## config.mk

```make
export PLATFORM = sky130hd
export DESIGN_NAME = scope_shot_trigger_control
export DESIGN_NICKNAME = d
export VERILOG_FILES = /design/src/scope_trig_pkg.sv /design/src/shot_fifo.sv /design/src/scope_shot_trigger_control.sv
export SDC_FILE = /design/constraint.sdc
export NUM_CORES = 1
export LEC_CHECK = 0
export BUFFER_PORTS_ARGS = -buffer_cell sky130_fd_sc_hd__buf_2
export CELL_PAD_IN_SITES_DETAIL_PLACEMENT = 1
export CELL_PAD_IN_SITES_GLOBAL_PLACEMENT = 1
export CORE_AREA = 2 2 193 195
export CTS_BUF_LIST = sky130_fd_sc_hd__clkbuf_16
export DETAILED_ROUTE_END_ITERATION = 12
export DIE_AREA = 0 0 195 197
export GPL_TIMING_DRIVEN = 1
export PLACE_DENSITY_LB_ADDON = 0.2
export SLEW_MARGIN = 40
export SYNTH_ARGS = -nofsm -noshare
export SYNTH_HDL_FRONTEND = slang
export SYNTH_SLANG_ARGS = --single-unit
```

## constraint.sdc

```tcl
create_clock -name CORE_CLK -period 8.4 [get_ports CORE_CLK]
set_input_delay 0.42 -clock CORE_CLK [delete_from_list [all_inputs] [get_ports CORE_CLK]]
set_output_delay 0.42 -clock CORE_CLK [all_outputs]
set_load 0.02 [all_outputs]
```

## src/scope_trig_pkg.sv

```systemverilog
package scope_trig_pkg;

  localparam int DW = 16;
  localparam int AW = 8;
  localparam int RW = 32;

  // register byte offsets
  localparam logic [7:0] OFS_CTRL = 8'h00;
  localparam logic [7:0] OFS_LEVEL = 8'h04;
  localparam logic [7:0] OFS_HOLDOFF = 8'h08;
  localparam logic [7:0] OFS_STATUS = 8'h0c;
  localparam logic [7:0] OFS_AVG_COUNT = 8'h10;
  localparam logic [7:0] OFS_SHOT_COUNT = 8'h14;
  localparam logic [7:0] OFS_LOST_COUNT = 8'h18;

  // control fields
  localparam int CTRL_SRC_LSB = 0;
  localparam int CTRL_SRC_W = 4;
  localparam int CTRL_SLOPE_BIT = 4;
  localparam int CTRL_TRIG_EN_BIT = 5;
  localparam int CTRL_AVG_RST_BIT = 8;

  // status fields
  localparam int STAT_STATE_LSB = 0;
  localparam int STAT_LOSS_BIT = 2;
  localparam int STAT_LAST_BAD_BIT = 3;

  localparam int LEVEL_W = 8;
  localparam int HOLD_W = 24;
  localparam int CNT_W = 16;

  // threshold counts per percent of full scale
  localparam logic signed [9:0] FS_PER_PCT = 10'sd327;
  localparam int SHOT_LEN = 16;
  localparam int FIFO_DEPTH = 8;

  // reset values
  localparam logic [3:0] CTRL_SRC_RST = 4'h0;
  localparam logic [LEVEL_W-1:0] LEVEL_RST = 8'h00;
  localparam int HOLD_RST_NS = 1000;
  localparam int CLK_PERIOD_NS = 25;
  localparam logic [HOLD_W-1:0] HOLD_RST_CYC =
    HOLD_W'((HOLD_RST_NS + CLK_PERIOD_NS - 1) / CLK_PERIOD_NS);

  typedef enum logic [3:0] {
    SRC_OFF = 4'h0, SRC_CONT = 4'h1,
    SRC_IN1 = 4'h2, SRC_IN2 = 4'h3,
    SRC_OUT1 = 4'h4, SRC_OUT2 = 4'h5,
    SRC_OSC1 = 4'h6, SRC_OSC2 = 4'h7, SRC_OSC3 = 4'h8, SRC_OSC4 = 4'h9,
    SRC_OSC5 = 4'ha, SRC_OSC6 = 4'hb, SRC_OSC7 = 4'hc, SRC_OSC8 = 4'hd,
    SRC_DIG0 = 4'he, SRC_DIG1 = 4'hf
  } trig_src_e;

  typedef enum logic [1:0] {
    ST_OFF = 2'b00,
    ST_ARMED = 2'b01,
    ST_CAPTURE = 2'b11,
    ST_HOLDOFF = 2'b10
  } acq_state_e;

  typedef logic signed [DW-1:0] sample_t;

  typedef struct packed {
    sample_t [7:0] osc;
    sample_t [1:0] sig_out;
    sample_t [1:0] sig_in;
  } analog_src_s;

  typedef struct packed {
    logic last;
    sample_t data;
  } shot_word_s;

endpackage

```

## src/shot_fifo.sv

```systemverilog
`timescale 1ns/100ps
`default_nettype none
module shot_fifo #(
  parameter int WIDTH = 17,
  parameter int DEPTH = 8
) (
  input wire logic clk,
  input wire logic nrst,
  input wire logic [WIDTH-1:0] in_data,
  input wire logic in_valid,
  output logic in_ready,
  output logic [WIDTH-1:0] out_data,
  output logic out_valid,
  input wire logic out_ready
);
  localparam int PW = $clog2(DEPTH);

  logic [WIDTH-1:0] mem_q [DEPTH];
  logic [PW-1:0] wr_q;
  logic [PW-1:0] rd_q;
  logic [PW:0] cnt_q;
  logic push;
  logic pop;

  assign in_ready = (cnt_q != (PW+1)'(DEPTH));
  assign out_valid = (cnt_q != '0);
  assign push = in_valid && in_ready;
  assign pop = out_valid && out_ready;
  assign out_data = mem_q[rd_q];

  always_ff @(posedge clk) begin
    if (push) begin
      mem_q[wr_q] <= in_data;
    end
  end

  always_ff @(posedge clk or negedge nrst) begin
    if (!nrst) begin
      wr_q <= '0;
      rd_q <= '0;
      cnt_q <= '0;
    end else begin
      if (push) begin
        wr_q <= (wr_q == PW'(DEPTH-1)) ? '0 : wr_q + 1'b1;
      end
      if (pop) begin
        rd_q <= (rd_q == PW'(DEPTH-1)) ? '0 : rd_q + 1'b1;
      end
      if (push && !pop) begin
        cnt_q <= cnt_q + 1'b1;
      end else if (pop && !push) begin
        cnt_q <= cnt_q - 1'b1;
      end
    end
  end
endmodule
`default_nettype wire

```

## src/scope_shot_trigger_control.sv

```systemverilog
// Implementation choices: the register offsets and the strobed register port.
`timescale 1ns/100ps
`default_nettype none
module scope_shot_trigger_control
  import scope_trig_pkg::*;
(
  input wire logic CORE_CLK,
  input wire logic NRST,
  input wire logic [AW-1:0] ADDR,
  input wire logic [RW-1:0] WDATA,
  input wire logic WR,
  input wire logic RD,
  output logic [RW-1:0] RDATA,
  input wire analog_src_s ANALOG,
  input wire logic SRC_VALID,
  input wire logic [1:0] DIGITAL_LINE,
  input wire sample_t SCOPE_DATA,
  input wire logic SCOPE_VALID,
  output shot_word_s SHOT_DATA,
  output logic SHOT_VALID,
  input wire logic SHOT_READY,
  output logic ACTIVITY,
  output logic SHOT_INVALID,
  output logic ACQ_ON
);

  acq_state_e state_q;
  acq_state_e state_d;
  trig_src_e src_q;
  logic slope_rise_q;
  logic trig_en_q;
  logic signed [LEVEL_W-1:0] level_q;
  logic [HOLD_W-1:0] holdoff_q;
  logic [HOLD_W-1:0] hold_cnt_q;
  logic [$clog2(SHOT_LEN)-1:0] samp_cnt_q;
  logic loss_q;
  logic loss_flag_q;
  logic last_bad_q;
  logic [CNT_W-1:0] avg_cnt_q;
  logic [CNT_W-1:0] shot_cnt_q;
  logic [CNT_W-1:0] lost_cnt_q;
  logic [1:0] dig_s1_q;
  logic [1:0] dig_s2_q;
  logic opp_seen_q;
  logic activity_q;
  logic invalid_q;
  logic [RW-1:0] rdata_q;

  logic wr_ctrl;
  logic wr_level;
  logic wr_hold;
  logic wr_status;
  logic avg_rst;
  sample_t src_sample;
  logic src_is_dig;
  logic eval;
  logic above;
  logic signed [DW+1:0] thresh;
  logic on_sel_side;
  logic trig_hit;
  logic free_run;
  logic start;
  logic beat;
  logic beat_last;
  logic drop;
  logic shot_end;
  logic shot_bad;
  logic hold_done;
  shot_word_s fifo_in;
  logic fifo_in_ready;

  assign wr_ctrl = WR && (ADDR == OFS_CTRL);
  assign wr_level = WR && (ADDR == OFS_LEVEL);
  assign wr_hold = WR && (ADDR == OFS_HOLDOFF);
  assign wr_status = WR && (ADDR == OFS_STATUS);
  assign avg_rst = wr_ctrl && WDATA[CTRL_AVG_RST_BIT];

  // configuration registers
  always_ff @(posedge CORE_CLK or negedge NRST) begin
    if (!NRST) begin
      src_q <= SRC_OFF;
      slope_rise_q <= 1'b1;
      trig_en_q <= 1'b0;
    end else if (wr_ctrl) begin
      src_q <= trig_src_e'(WDATA[CTRL_SRC_LSB +: CTRL_SRC_W]);
      slope_rise_q <= WDATA[CTRL_SLOPE_BIT];
      trig_en_q <= WDATA[CTRL_TRIG_EN_BIT];
    end
  end

  always_ff @(posedge CORE_CLK or negedge NRST) begin
    if (!NRST) begin
      level_q <= LEVEL_RST;
    end else if (wr_level) begin
      level_q <= WDATA[LEVEL_W-1:0];
    end
  end

  always_ff @(posedge CORE_CLK or negedge NRST) begin
    if (!NRST) begin
      holdoff_q <= HOLD_RST_CYC;
    end else if (wr_hold) begin
      holdoff_q <= WDATA[HOLD_W-1:0];
    end
  end

  // digital line synchroniser
  always_ff @(posedge CORE_CLK or negedge NRST) begin
    if (!NRST) begin
      dig_s1_q <= 2'h0;
      dig_s2_q <= 2'h0;
    end else begin
      dig_s1_q <= DIGITAL_LINE;
      dig_s2_q <= dig_s1_q;
    end
  end

  // source selection
  always_comb begin
    src_sample = '0;
    src_is_dig = 1'b0;
    above = 1'b0;
    case (src_q)
      SRC_IN1, SRC_IN2: begin
        src_sample = ANALOG.sig_in[1'(src_q - SRC_IN1)];
      end
      SRC_OUT1, SRC_OUT2: begin
        src_sample = ANALOG.sig_out[1'(src_q - SRC_OUT1)];
      end
      SRC_OSC1, SRC_OSC2, SRC_OSC3, SRC_OSC4,
      SRC_OSC5, SRC_OSC6, SRC_OSC7, SRC_OSC8: begin
        src_sample = ANALOG.osc[3'(src_q - SRC_OSC1)];
      end
      SRC_DIG0, SRC_DIG1: begin
        src_is_dig = 1'b1;
        above = dig_s2_q[1'(src_q - SRC_DIG0)];
      end
      default: begin
        src_sample = '0;
      end
    endcase
    if (!src_is_dig) begin
      above = ((DW+2)'(src_sample) >= thresh);
    end
  end

  // signed threshold from percent
  assign thresh = (DW+2)'(level_q) * (DW+2)'(FS_PER_PCT);

  assign eval = src_is_dig || SRC_VALID;
  assign on_sel_side = slope_rise_q ? above : !above;

  // opposite side must be seen while armed
  always_ff @(posedge CORE_CLK or negedge NRST) begin
    if (!NRST) begin
      opp_seen_q <= 1'b0;
    end else if (state_q != ST_ARMED) begin
      opp_seen_q <= 1'b0;
    end else if (eval && !on_sel_side) begin
      opp_seen_q <= 1'b1;
    end
  end

  assign trig_hit = eval && opp_seen_q && on_sel_side;
  assign free_run = (src_q == SRC_CONT) || !trig_en_q;
  assign start = (state_q == ST_ARMED) && (free_run || trig_hit);

  // shot data path
  assign beat = (state_q == ST_CAPTURE) && SCOPE_VALID;
  assign beat_last = beat && (samp_cnt_q == ($clog2(SHOT_LEN))'(SHOT_LEN-1));
  assign drop = beat && !fifo_in_ready;
  assign shot_end = beat_last;
  assign shot_bad = loss_q || drop;
  assign hold_done = (hold_cnt_q == '0);
  assign fifo_in.last = beat_last;
  assign fifo_in.data = SCOPE_DATA;

  // acquisition state machine
  always_comb begin
    state_d = state_q;
    case (state_q)
      ST_OFF: begin
        if (src_q != SRC_OFF) begin
          state_d = ST_ARMED;
        end
      end
      ST_ARMED: begin
        if (start) begin
          state_d = ST_CAPTURE;
        end
      end
      ST_CAPTURE: begin
        if (shot_end) begin
          state_d = ST_HOLDOFF;
        end
      end
      ST_HOLDOFF: begin
        if (hold_done) begin
          state_d = ST_ARMED;
        end
      end
      default: begin
        state_d = ST_OFF;
      end
    endcase
    if (src_q == SRC_OFF) begin
      state_d = ST_OFF;
    end
  end

  always_ff @(posedge CORE_CLK or negedge NRST) begin
    if (!NRST) begin
      state_q <= ST_OFF;
    end else begin
      state_q <= state_d;
    end
  end

  // holdoff countdown
  always_ff @(posedge CORE_CLK or negedge NRST) begin
    if (!NRST) begin
      hold_cnt_q <= '0;
    end else if (shot_end) begin
      hold_cnt_q <= holdoff_q;
    end else if (state_q == ST_HOLDOFF && !hold_done) begin
      hold_cnt_q <= hold_cnt_q - 1'b1;
    end
  end

  // sample counter and loss tracking per shot
  always_ff @(posedge CORE_CLK or negedge NRST) begin
    if (!NRST) begin
      samp_cnt_q <= '0;
      loss_q <= 1'b0;
    end else if (start) begin
      samp_cnt_q <= '0;
      loss_q <= 1'b0;
    end else if (beat) begin
      samp_cnt_q <= samp_cnt_q + 1'b1;
      if (drop) begin
        loss_q <= 1'b1;
      end
    end
  end

  // activity and invalid pulses
  always_ff @(posedge CORE_CLK or negedge NRST) begin
    if (!NRST) begin
      activity_q <= 1'b0;
      invalid_q <= 1'b0;
    end else begin
      activity_q <= start;
      invalid_q <= shot_end && shot_bad;
    end
  end

  // sticky loss flag, set wins over clear
  always_ff @(posedge CORE_CLK or negedge NRST) begin
    if (!NRST) begin
      loss_flag_q <= 1'b0;
    end else if (shot_end && shot_bad) begin
      loss_flag_q <= 1'b1;
    end else if (wr_status && WDATA[STAT_LOSS_BIT]) begin
      loss_flag_q <= 1'b0;
    end
  end

  always_ff @(posedge CORE_CLK or negedge NRST) begin
    if (!NRST) begin
      last_bad_q <= 1'b0;
    end else if (shot_end) begin
      last_bad_q <= shot_bad;
    end
  end

  // averaged-shot counter, good shots only
  always_ff @(posedge CORE_CLK or negedge NRST) begin
    if (!NRST) begin
      avg_cnt_q <= '0;
    end else if (avg_rst) begin
      avg_cnt_q <= (shot_end && !shot_bad) ? CNT_W'(1) : '0;
    end else if (shot_end && !shot_bad && avg_cnt_q != '1) begin
      avg_cnt_q <= avg_cnt_q + 1'b1;
    end
  end

  // total and lost shot counters
  always_ff @(posedge CORE_CLK or negedge NRST) begin
    if (!NRST) begin
      shot_cnt_q <= '0;
      lost_cnt_q <= '0;
    end else begin
      if (start) begin
        shot_cnt_q <= shot_cnt_q + 1'b1;
      end
      if (shot_end && shot_bad) begin
        lost_cnt_q <= lost_cnt_q + 1'b1;
      end
    end
  end

  // register read, one cycle latency
  always_ff @(posedge CORE_CLK or negedge NRST) begin
    if (!NRST) begin
      rdata_q <= '0;
    end else if (RD) begin
      rdata_q <= '0;
      case (ADDR)
        OFS_CTRL: begin
          rdata_q[CTRL_SRC_LSB +: CTRL_SRC_W] <= src_q;
          rdata_q[CTRL_SLOPE_BIT] <= slope_rise_q;
          rdata_q[CTRL_TRIG_EN_BIT] <= trig_en_q;
        end
        OFS_LEVEL: begin
          rdata_q <= RW'(level_q);
        end
        OFS_HOLDOFF: begin
          rdata_q[HOLD_W-1:0] <= holdoff_q;
        end
        OFS_STATUS: begin
          rdata_q[STAT_STATE_LSB +: 2] <= state_q;
          rdata_q[STAT_LOSS_BIT] <= loss_flag_q;
          rdata_q[STAT_LAST_BAD_BIT] <= last_bad_q;
        end
        OFS_AVG_COUNT: begin
          rdata_q[CNT_W-1:0] <= avg_cnt_q;
        end
        OFS_SHOT_COUNT: begin
          rdata_q[CNT_W-1:0] <= shot_cnt_q;
        end
        OFS_LOST_COUNT: begin
          rdata_q[CNT_W-1:0] <= lost_cnt_q;
        end
        default: begin
          rdata_q <= '0;
        end
      endcase
    end else begin
      rdata_q <= '0;
    end
  end

  shot_fifo #(
    .WIDTH($bits(shot_word_s)),
    .DEPTH(FIFO_DEPTH)
  ) u_fifo (
    .clk(CORE_CLK),
    .nrst(NRST),
    .in_data(fifo_in),
    .in_valid(beat),
    .in_ready(fifo_in_ready),
    .out_data(SHOT_DATA),
    .out_valid(SHOT_VALID),
    .out_ready(SHOT_READY)
  );

  assign RDATA = rdata_q;
  assign ACTIVITY = activity_q;
  assign SHOT_INVALID = invalid_q;
  assign ACQ_ON = (state_q != ST_OFF);

endmodule
`default_nettype wire

```

---- Yosys cells after proc, flatten, opt, wreduce, memory -nomap -nowiden ----
Memories as Yosys holds them, arrays and structs flattened.
Cells that the tools add are included.
word-level totals
  register bits after elaboration ......... 168
  bits in writable memories ............... 136
  input port bits ......................... 257
  output and inout port bits .............. 53
  memories ................................ 1
memory list
  name          words  width  read ports  clocked after Yosys merged registers in  wr ports  RTL line         RTL
  u_fifo.mem_q  8      17     1           0                                        1         shot_fifo.sv:18  logic [WIDTH-1:0] mem_q [DEPTH];
cells by class
  $add $sub $neg .......................... 13
  multipliers ............................. 1
  $lt $le $gt $ge ......................... 5
  eq/ne operators ......................... 34
  multiplexer cells ....................... 45
  reductions and logical operators ........ 53
operators by type and width
  operator                                            number
  2-to-1 mux 16 bit                                   7
  case mux 10 bit (5 select lines)                    1
  adder 16 x 1 -> 16 bit, second input constant       3
  binary-select mux 16 bit (select 3 bit)             1
  2-to-1 mux 24 bit                                   2
  case mux 16 bit (3 select lines)                    1
  == test 4 bit, second input constant                9
  2-to-1 mux 32 bit                                   1
  case mux 4 bit (7 select lines)                     1
  == test 8 x 5 -> 1 bit, second input constant       3
  logical NOT 24 bit                                  1
  subtractor 24 x 1 -> 24 bit, second input constant  1
  logical AND 1 bit                                   21
  greater-or-equal comparator 16 x 18 -> 1 bit        1
  multiplier 8 x 10 -> 18 bit, second input constant  1
  == test 4 x 3 -> 1 bit, second input constant       4
  == test 8 x 4 -> 1 bit, second input constant       2
  2-to-1 mux 1 bit                                    16
  2-to-1 mux 4 bit                                    4
  != test 16 bit, second input constant               1
  case mux 8 bit (2 select lines)                     1
  nonzero test 2 bit                                  8
  case mux 2 bit (6 select lines)                     1
  2-to-1 mux 2 bit                                    5
  30 further kinds                                    55

---- Depth between registers and ports, before layout ----
  depth in word-level cells ............... 14
  mapped depth ............................ 30
  depth with buffers taken out ............ 29

---- Cells and area by module ----
A second synthesis with hierarchy kept.
second synthesis, totals
  cells, all modules ...................... 1306
  area, all modules ....................... 16590.9 µm²
modules (own cells, without submodules)
  module                      instances  cells an instance  area each (µm²)  sequential area each (µm²)
  scope_shot_trigger_control  1          1045               10691.5          3782.4
  shot_fifo                   1          261                5899.4           4334.2

---- Worst setup path after synthesis ----
OpenSTA, ideal clock, no wires.
  kind .................................... reg-to-reg
  start point ............................. register level_q[5]
  end point ............................... register shot_cnt_q[14]
  library setup time ...................... 0.123 ns
  data arrival time ....................... 5.857 ns
  data required time ...................... 8.277 ns
  setup slack ............................. 2.420 ns
  stages on the path, launching flop included .. 24
  period minus slack after synthesis ...... 5.980 ns
  cells stage by stage .................... dfrtp_1 > inv_1 > ha_1 > ha_1 > fa_1 > fa_1 > ha_1 > nor2b_1 > o21a_1 > o41ai_1 > o21ai_0 > o41ai_1 > xor2_1 > ha_1 > nand4_1 > or2_2 > o31ai_1 > a2111oi_0 > mux2_2 > mux2i_1 > o221ai_1 > clkbuf_1 > nand4_1 > xnor2_1
between the ends
  word-level cells in the longest chain between the ends .. 8
ends and longest elaborated chain
  what                                            RTL line                           RTL
  start: declaration                              scope_shot_trigger_control.sv:32   logic signed [LEVEL_W-1:0] level_q;
  start signal: assignment                        scope_shot_trigger_control.sv:95   level_q <= WDATA[LEVEL_W-1:0];
  multiplier 8 x 10 -> 18 bit *                   scope_shot_trigger_control.sv:148  assign thresh = (DW+2)'(level_q) * (DW+2)'(FS_PER_PCT);
  greater-or-equal comparator 16 x 18 -> 1 bit *  scope_shot_trigger_control.sv:143  above = ((DW+2)'(src_sample) >= thresh);
  2-to-1 mux 1 bit *                              scope_shot_trigger_control.sv:142  if (!src_is_dig) begin
  logical NOT 1 bit                               scope_shot_trigger_control.sv:151  assign on_sel_side = slope_rise_q ? above : !above;
  2-to-1 mux 1 bit *                              scope_shot_trigger_control.sv:151
  logical AND 1 bit *                             scope_shot_trigger_control.sv:164  assign trig_hit = eval && opp_seen_q && on_sel_side;
  logical OR 1 bit *                              scope_shot_trigger_control.sv:166  assign start = (state_q == ST_ARMED) && (free_run || trig_hit);
  logical AND 1 bit *                             scope_shot_trigger_control.sv:166
  named net start                                 scope_shot_trigger_control.sv:62   logic start;
  end signal: assignment                          scope_shot_trigger_control.sv:294  shot_cnt_q <= shot_cnt_q + 1'b1;
  end: declaration                                scope_shot_trigger_control.sv:40   logic [CNT_W-1:0] shot_cnt_q;
The timed path passes the listed nets; every way through them passes the cells marked *.
A chain may end at the register's enable or synchronous reset.

---- Worst setup path in the final report ----
  start point ............................. register level_q[4]
  end point ............................... register shot_cnt_q[1]
between the ends
  word-level cells in the longest chain between the ends .. 8
ends and longest elaborated chain
  what                                            RTL line
  multiplier 8 x 10 -> 18 bit *                   scope_shot_trigger_control.sv:148
  greater-or-equal comparator 16 x 18 -> 1 bit *  scope_shot_trigger_control.sv:143
  2-to-1 mux 1 bit *                              scope_shot_trigger_control.sv:142
  logical NOT 1 bit                               scope_shot_trigger_control.sv:151
  2-to-1 mux 1 bit *                              scope_shot_trigger_control.sv:151
  logical AND 1 bit *                             scope_shot_trigger_control.sv:164
  logical OR 1 bit *                              scope_shot_trigger_control.sv:166
  logical AND 1 bit *                             scope_shot_trigger_control.sv:166
Every way passes the cells marked *; elsewhere a longest branch is shown, timed or not.

==> impl_metrics.toml <==
[routing]
dr.pass1.iters = 5
drc = 0
antenna_left = 0
dr.first_iter.drc_count = 738
viasPerCell = 5.709
wire_per_inst_um = 21.83
vias = 11770
totalWireLength_um = 45010

[cts]
cts-root-buf = "clkbuf_16"
cts_resized = 0
cts.reportedPaths.clkPinSlew_ps = 70
clockBufferDepth = 3
clk-insertion-delay-late_ps = 560
cts_tree = "yes"
numCtsBuffers = 31
postCtsSetupBuffers = 0
htreeDepth = 1
cts.sinks = 297

[pwr]
p_per_area_nw_per_um2 = 205.1
p_leak_nw = 8.127
vdd_drop_max_mv = 0.1345

[timing]
timing.hold.ws_ps = 92.81
drv_slew = 0
max_freq_mhz = 145.9
rsz0062_at_grt = "no"
fin_worst_skew_ps = 15.95
hold_violations = 0
max_slew_margin_pct = 50.24
tns_ps = 0
worstMarginPinSlew_ps = 746.3
setup_viol = 0
fin_crit_sh_pct = 81.58
fin_crit_ps = 6852

[global_route]
grt_overflow = 0
grt_pass1_wl_um = 71120
grt_pass1_vias = 12420
antenna_found_initial = 0
track_usage_pct = 23.59
grt_max_degree = 102

[setup_path]
max_stage_delay_ps = 590
cp_common_cell = "ha_1"
path_class = "flip-flop to flip-flop"
r2r_start = "level_q[4]"
reg2regPathDepth = 22
reg2reg_setup_slack_ps = 1550
r2r_end = "shot_cnt_q[1]"
worstSetupEndpointType = "flip-flop"
crit_required_ps = 8850
crit_path_max_fanout = 22
arrival_ps = 7300
worstPathCellList = "inv_1, fa_1, inv_1, fa_1, ha_1, ha_1, a21oi_1, nor2b_1, o21a_1, o41ai_1, o21ai_0, o41ai_1, xor2_1, ha_1, nand4_1, or2_2, o31ai_1, a2111oi_0, mux2_2, mux2i_1, o221ai_4, mux2_2"
cp_slowest_cell = "o41ai_1"
critical_path.startpoint_type = "flip-flop"

[yosys]
yosysTopAreaCell = "edfxtp_1"
synth_nets = 1630
syn-instance-count = 1280
synth_area_leaders = "edfxtp_1 (25%), dfrtp_1 (24%), mux4_2 (8.9%), mux2_2 (6.3%), ha_1 (6.0%)"
yosys-top-cells-count = "dfrtp_1 (158), edfxtp_1 (136), nor2_1 (96)"
yosysWarnings = 0
synth_edf_count = 136
synth_area_sq_um = 16220
post-synth-top-count-cell = "dfrtp_1"
yosysTopAreaCellShare_pct = 25.18
synthFlopType = "dfrtp_1"
synthArstFlopShare_pct = 54.21
ys_ff_latch = 297
seq_area_frac_synth_pct = 50.05
synth_area_per_cell_sq_um = 12.67
synthDistinctLibCells = 68

[placed_design]
portBuffers = 301
place.gp.congestion = 0.8554
dp_hpwl_um = 33100
placed_cell_area_sq_um = 18240

[worst_hold_path]
hold_class = "input port to flip-flop"
hp-start = "WDATA[22]"
hold_depth = 2
hold_end = "holdoff_q[22]"

[run]
cap_violations = 0

[floorplanning]
die_area_sq_um = 38420
die_h_um = 197
die_w_um = 195
ioPinCount = 310
core_sq_um = 36260
initial_core_util_pct = 44.72
num_rows = 70

[layout]
area_growth_pct = 19.06
nets = 1919
drive_above_1_share_pct = 35.22
final_cell_area_sq_um = 19310

[run_status]
outcome = "finished clean"
==> sequential cells by signal (all words and copies together), names as in the netlist, 4 cells and up <==
| register | flops |
|---|---|
| u_fifo.mem_q | 136 |
| u_fifo.cnt_q | 4 |
| RDATA | 25 |
| lost_cnt_q | 16 |
| level_q | 8 |
| shot_cnt_q | 16 |
| holdoff_q | 24 |
| samp_cnt_q | 4 |
| hold_cnt_q | 24 |
| src_q | 4 |
| avg_cnt_q | 16 |
==> worst max path at each step <==
stage / endpoint / slack [ps] / depth (start not counted) / startpoint
4_1_cts: shot_cnt_q[1] / 1480 / 21 / level_q[5]
3_5_place_dp: shot_cnt_q[1] / 1500 / 21 / level_q[5]
6_report: shot_cnt_q[1] / 1550 / 22 / level_q[4]
5_1_grt: shot_cnt_q[12] / 910 / 23 / level_q[4]
3_3_place_gp: shot_cnt_q[1] / 1590 / 22 / level_q[4]
2_1_floorplan: shot_cnt_q[14] / 2420 / 23 / level_q[5]
==> critical path, delay by kind of cell (launching register included) <==
family,cells,cell delay [ps]
compound gates,8,2380
xor+xnor,1,140
fa+ha+maj,5,1990
buf+inv,2,220
flops,1,540
mux,3,960
simple gates,3,490
==> logic make-up after synthesis <==
| kind of cell | Yosys count | share of synthesized area, % |
|---|---|---|
| simple gates | 307 | 9.305 |
| xor+xnor | 79 | 4.267 |
| compound gates | 213 | 8.950 |
| mux | 177 | 16.57 |
| buf+inv | 114 | 2.994 |
| flops | 297 | 50.05 |
| fa+ha+maj | 93 | 7.870 |
==> per-layer routing <==
| layer | GRT usage (%) | wire, um |
|---|---|---|
| met2 | 40.13 | 21940 |
| met4 | 4.750 | 851 |
| met1 | 33.08 | 20460 |
| met5 | 0 | 0 |
| met3 | 2.413 | 1759 |
==> power breakdown <==
group          internal [mW]  switching, mW
registers               1.57          0.145
clock network          0.793          0.565
logic                  0.460          0.424
==> placed cells by master (no fill, tap or decap), types with 16 or more instances in the layout <==
cell type,count
a211oi_1,16
a21oi_1,54
a221oi_1,26
and3_1,16
buf_2,300
buf_4,19
clkbuf_16,31
dfrtp_1,153
edfxtp_1,136
ha_1,78
inv_1,47
mux2_2,91
mux2i_1,22
mux4_2,64
nand2_1,76
nand3_1,18
nand4_1,22
nor2_1,95
o21ai_0,36
xnor2_1,47
xor2_1,32
==> stage by stage <==
stage,total power [mW],utilization [%],setup slack [ps],instances
global placement,2.601,50.14,1587,1997
detailed placement,2.633,50.29,1495,2000
CTS,3.999,53.15,1483,2060
floorplan,2.326,-,2420,1280
global route,4.140,53.24,910.9,2061
finish,3.960,53.25,1548,2062
==> area by class of cell <==
| class | instances | area [sq um] |
|---|---|---|
| Tap cell | 468 | 585.6 |
| Inverter | 42 | 157.7 |
| Sequential cell | 297 | 8130 |
| Fill cell | 3775 | 16950 |
| Timing Repair Buffer | 328 | 1762 |
| Clock inverter | 26 | 231.5 |
| Multi-Input combinational cell | 869 | 7664 |
| Clock buffer | 31 | 775.7 |
| Antenna cell | 1 | 2.502 |
==> timing repair <==
action | 4_1_cts | 5_1_grt
hold buffers | 3 | 0
setup endpoints to repair | 0 | 0
hold endpoints to repair | 100 | 0
Power figures use the tool's default switching activity.
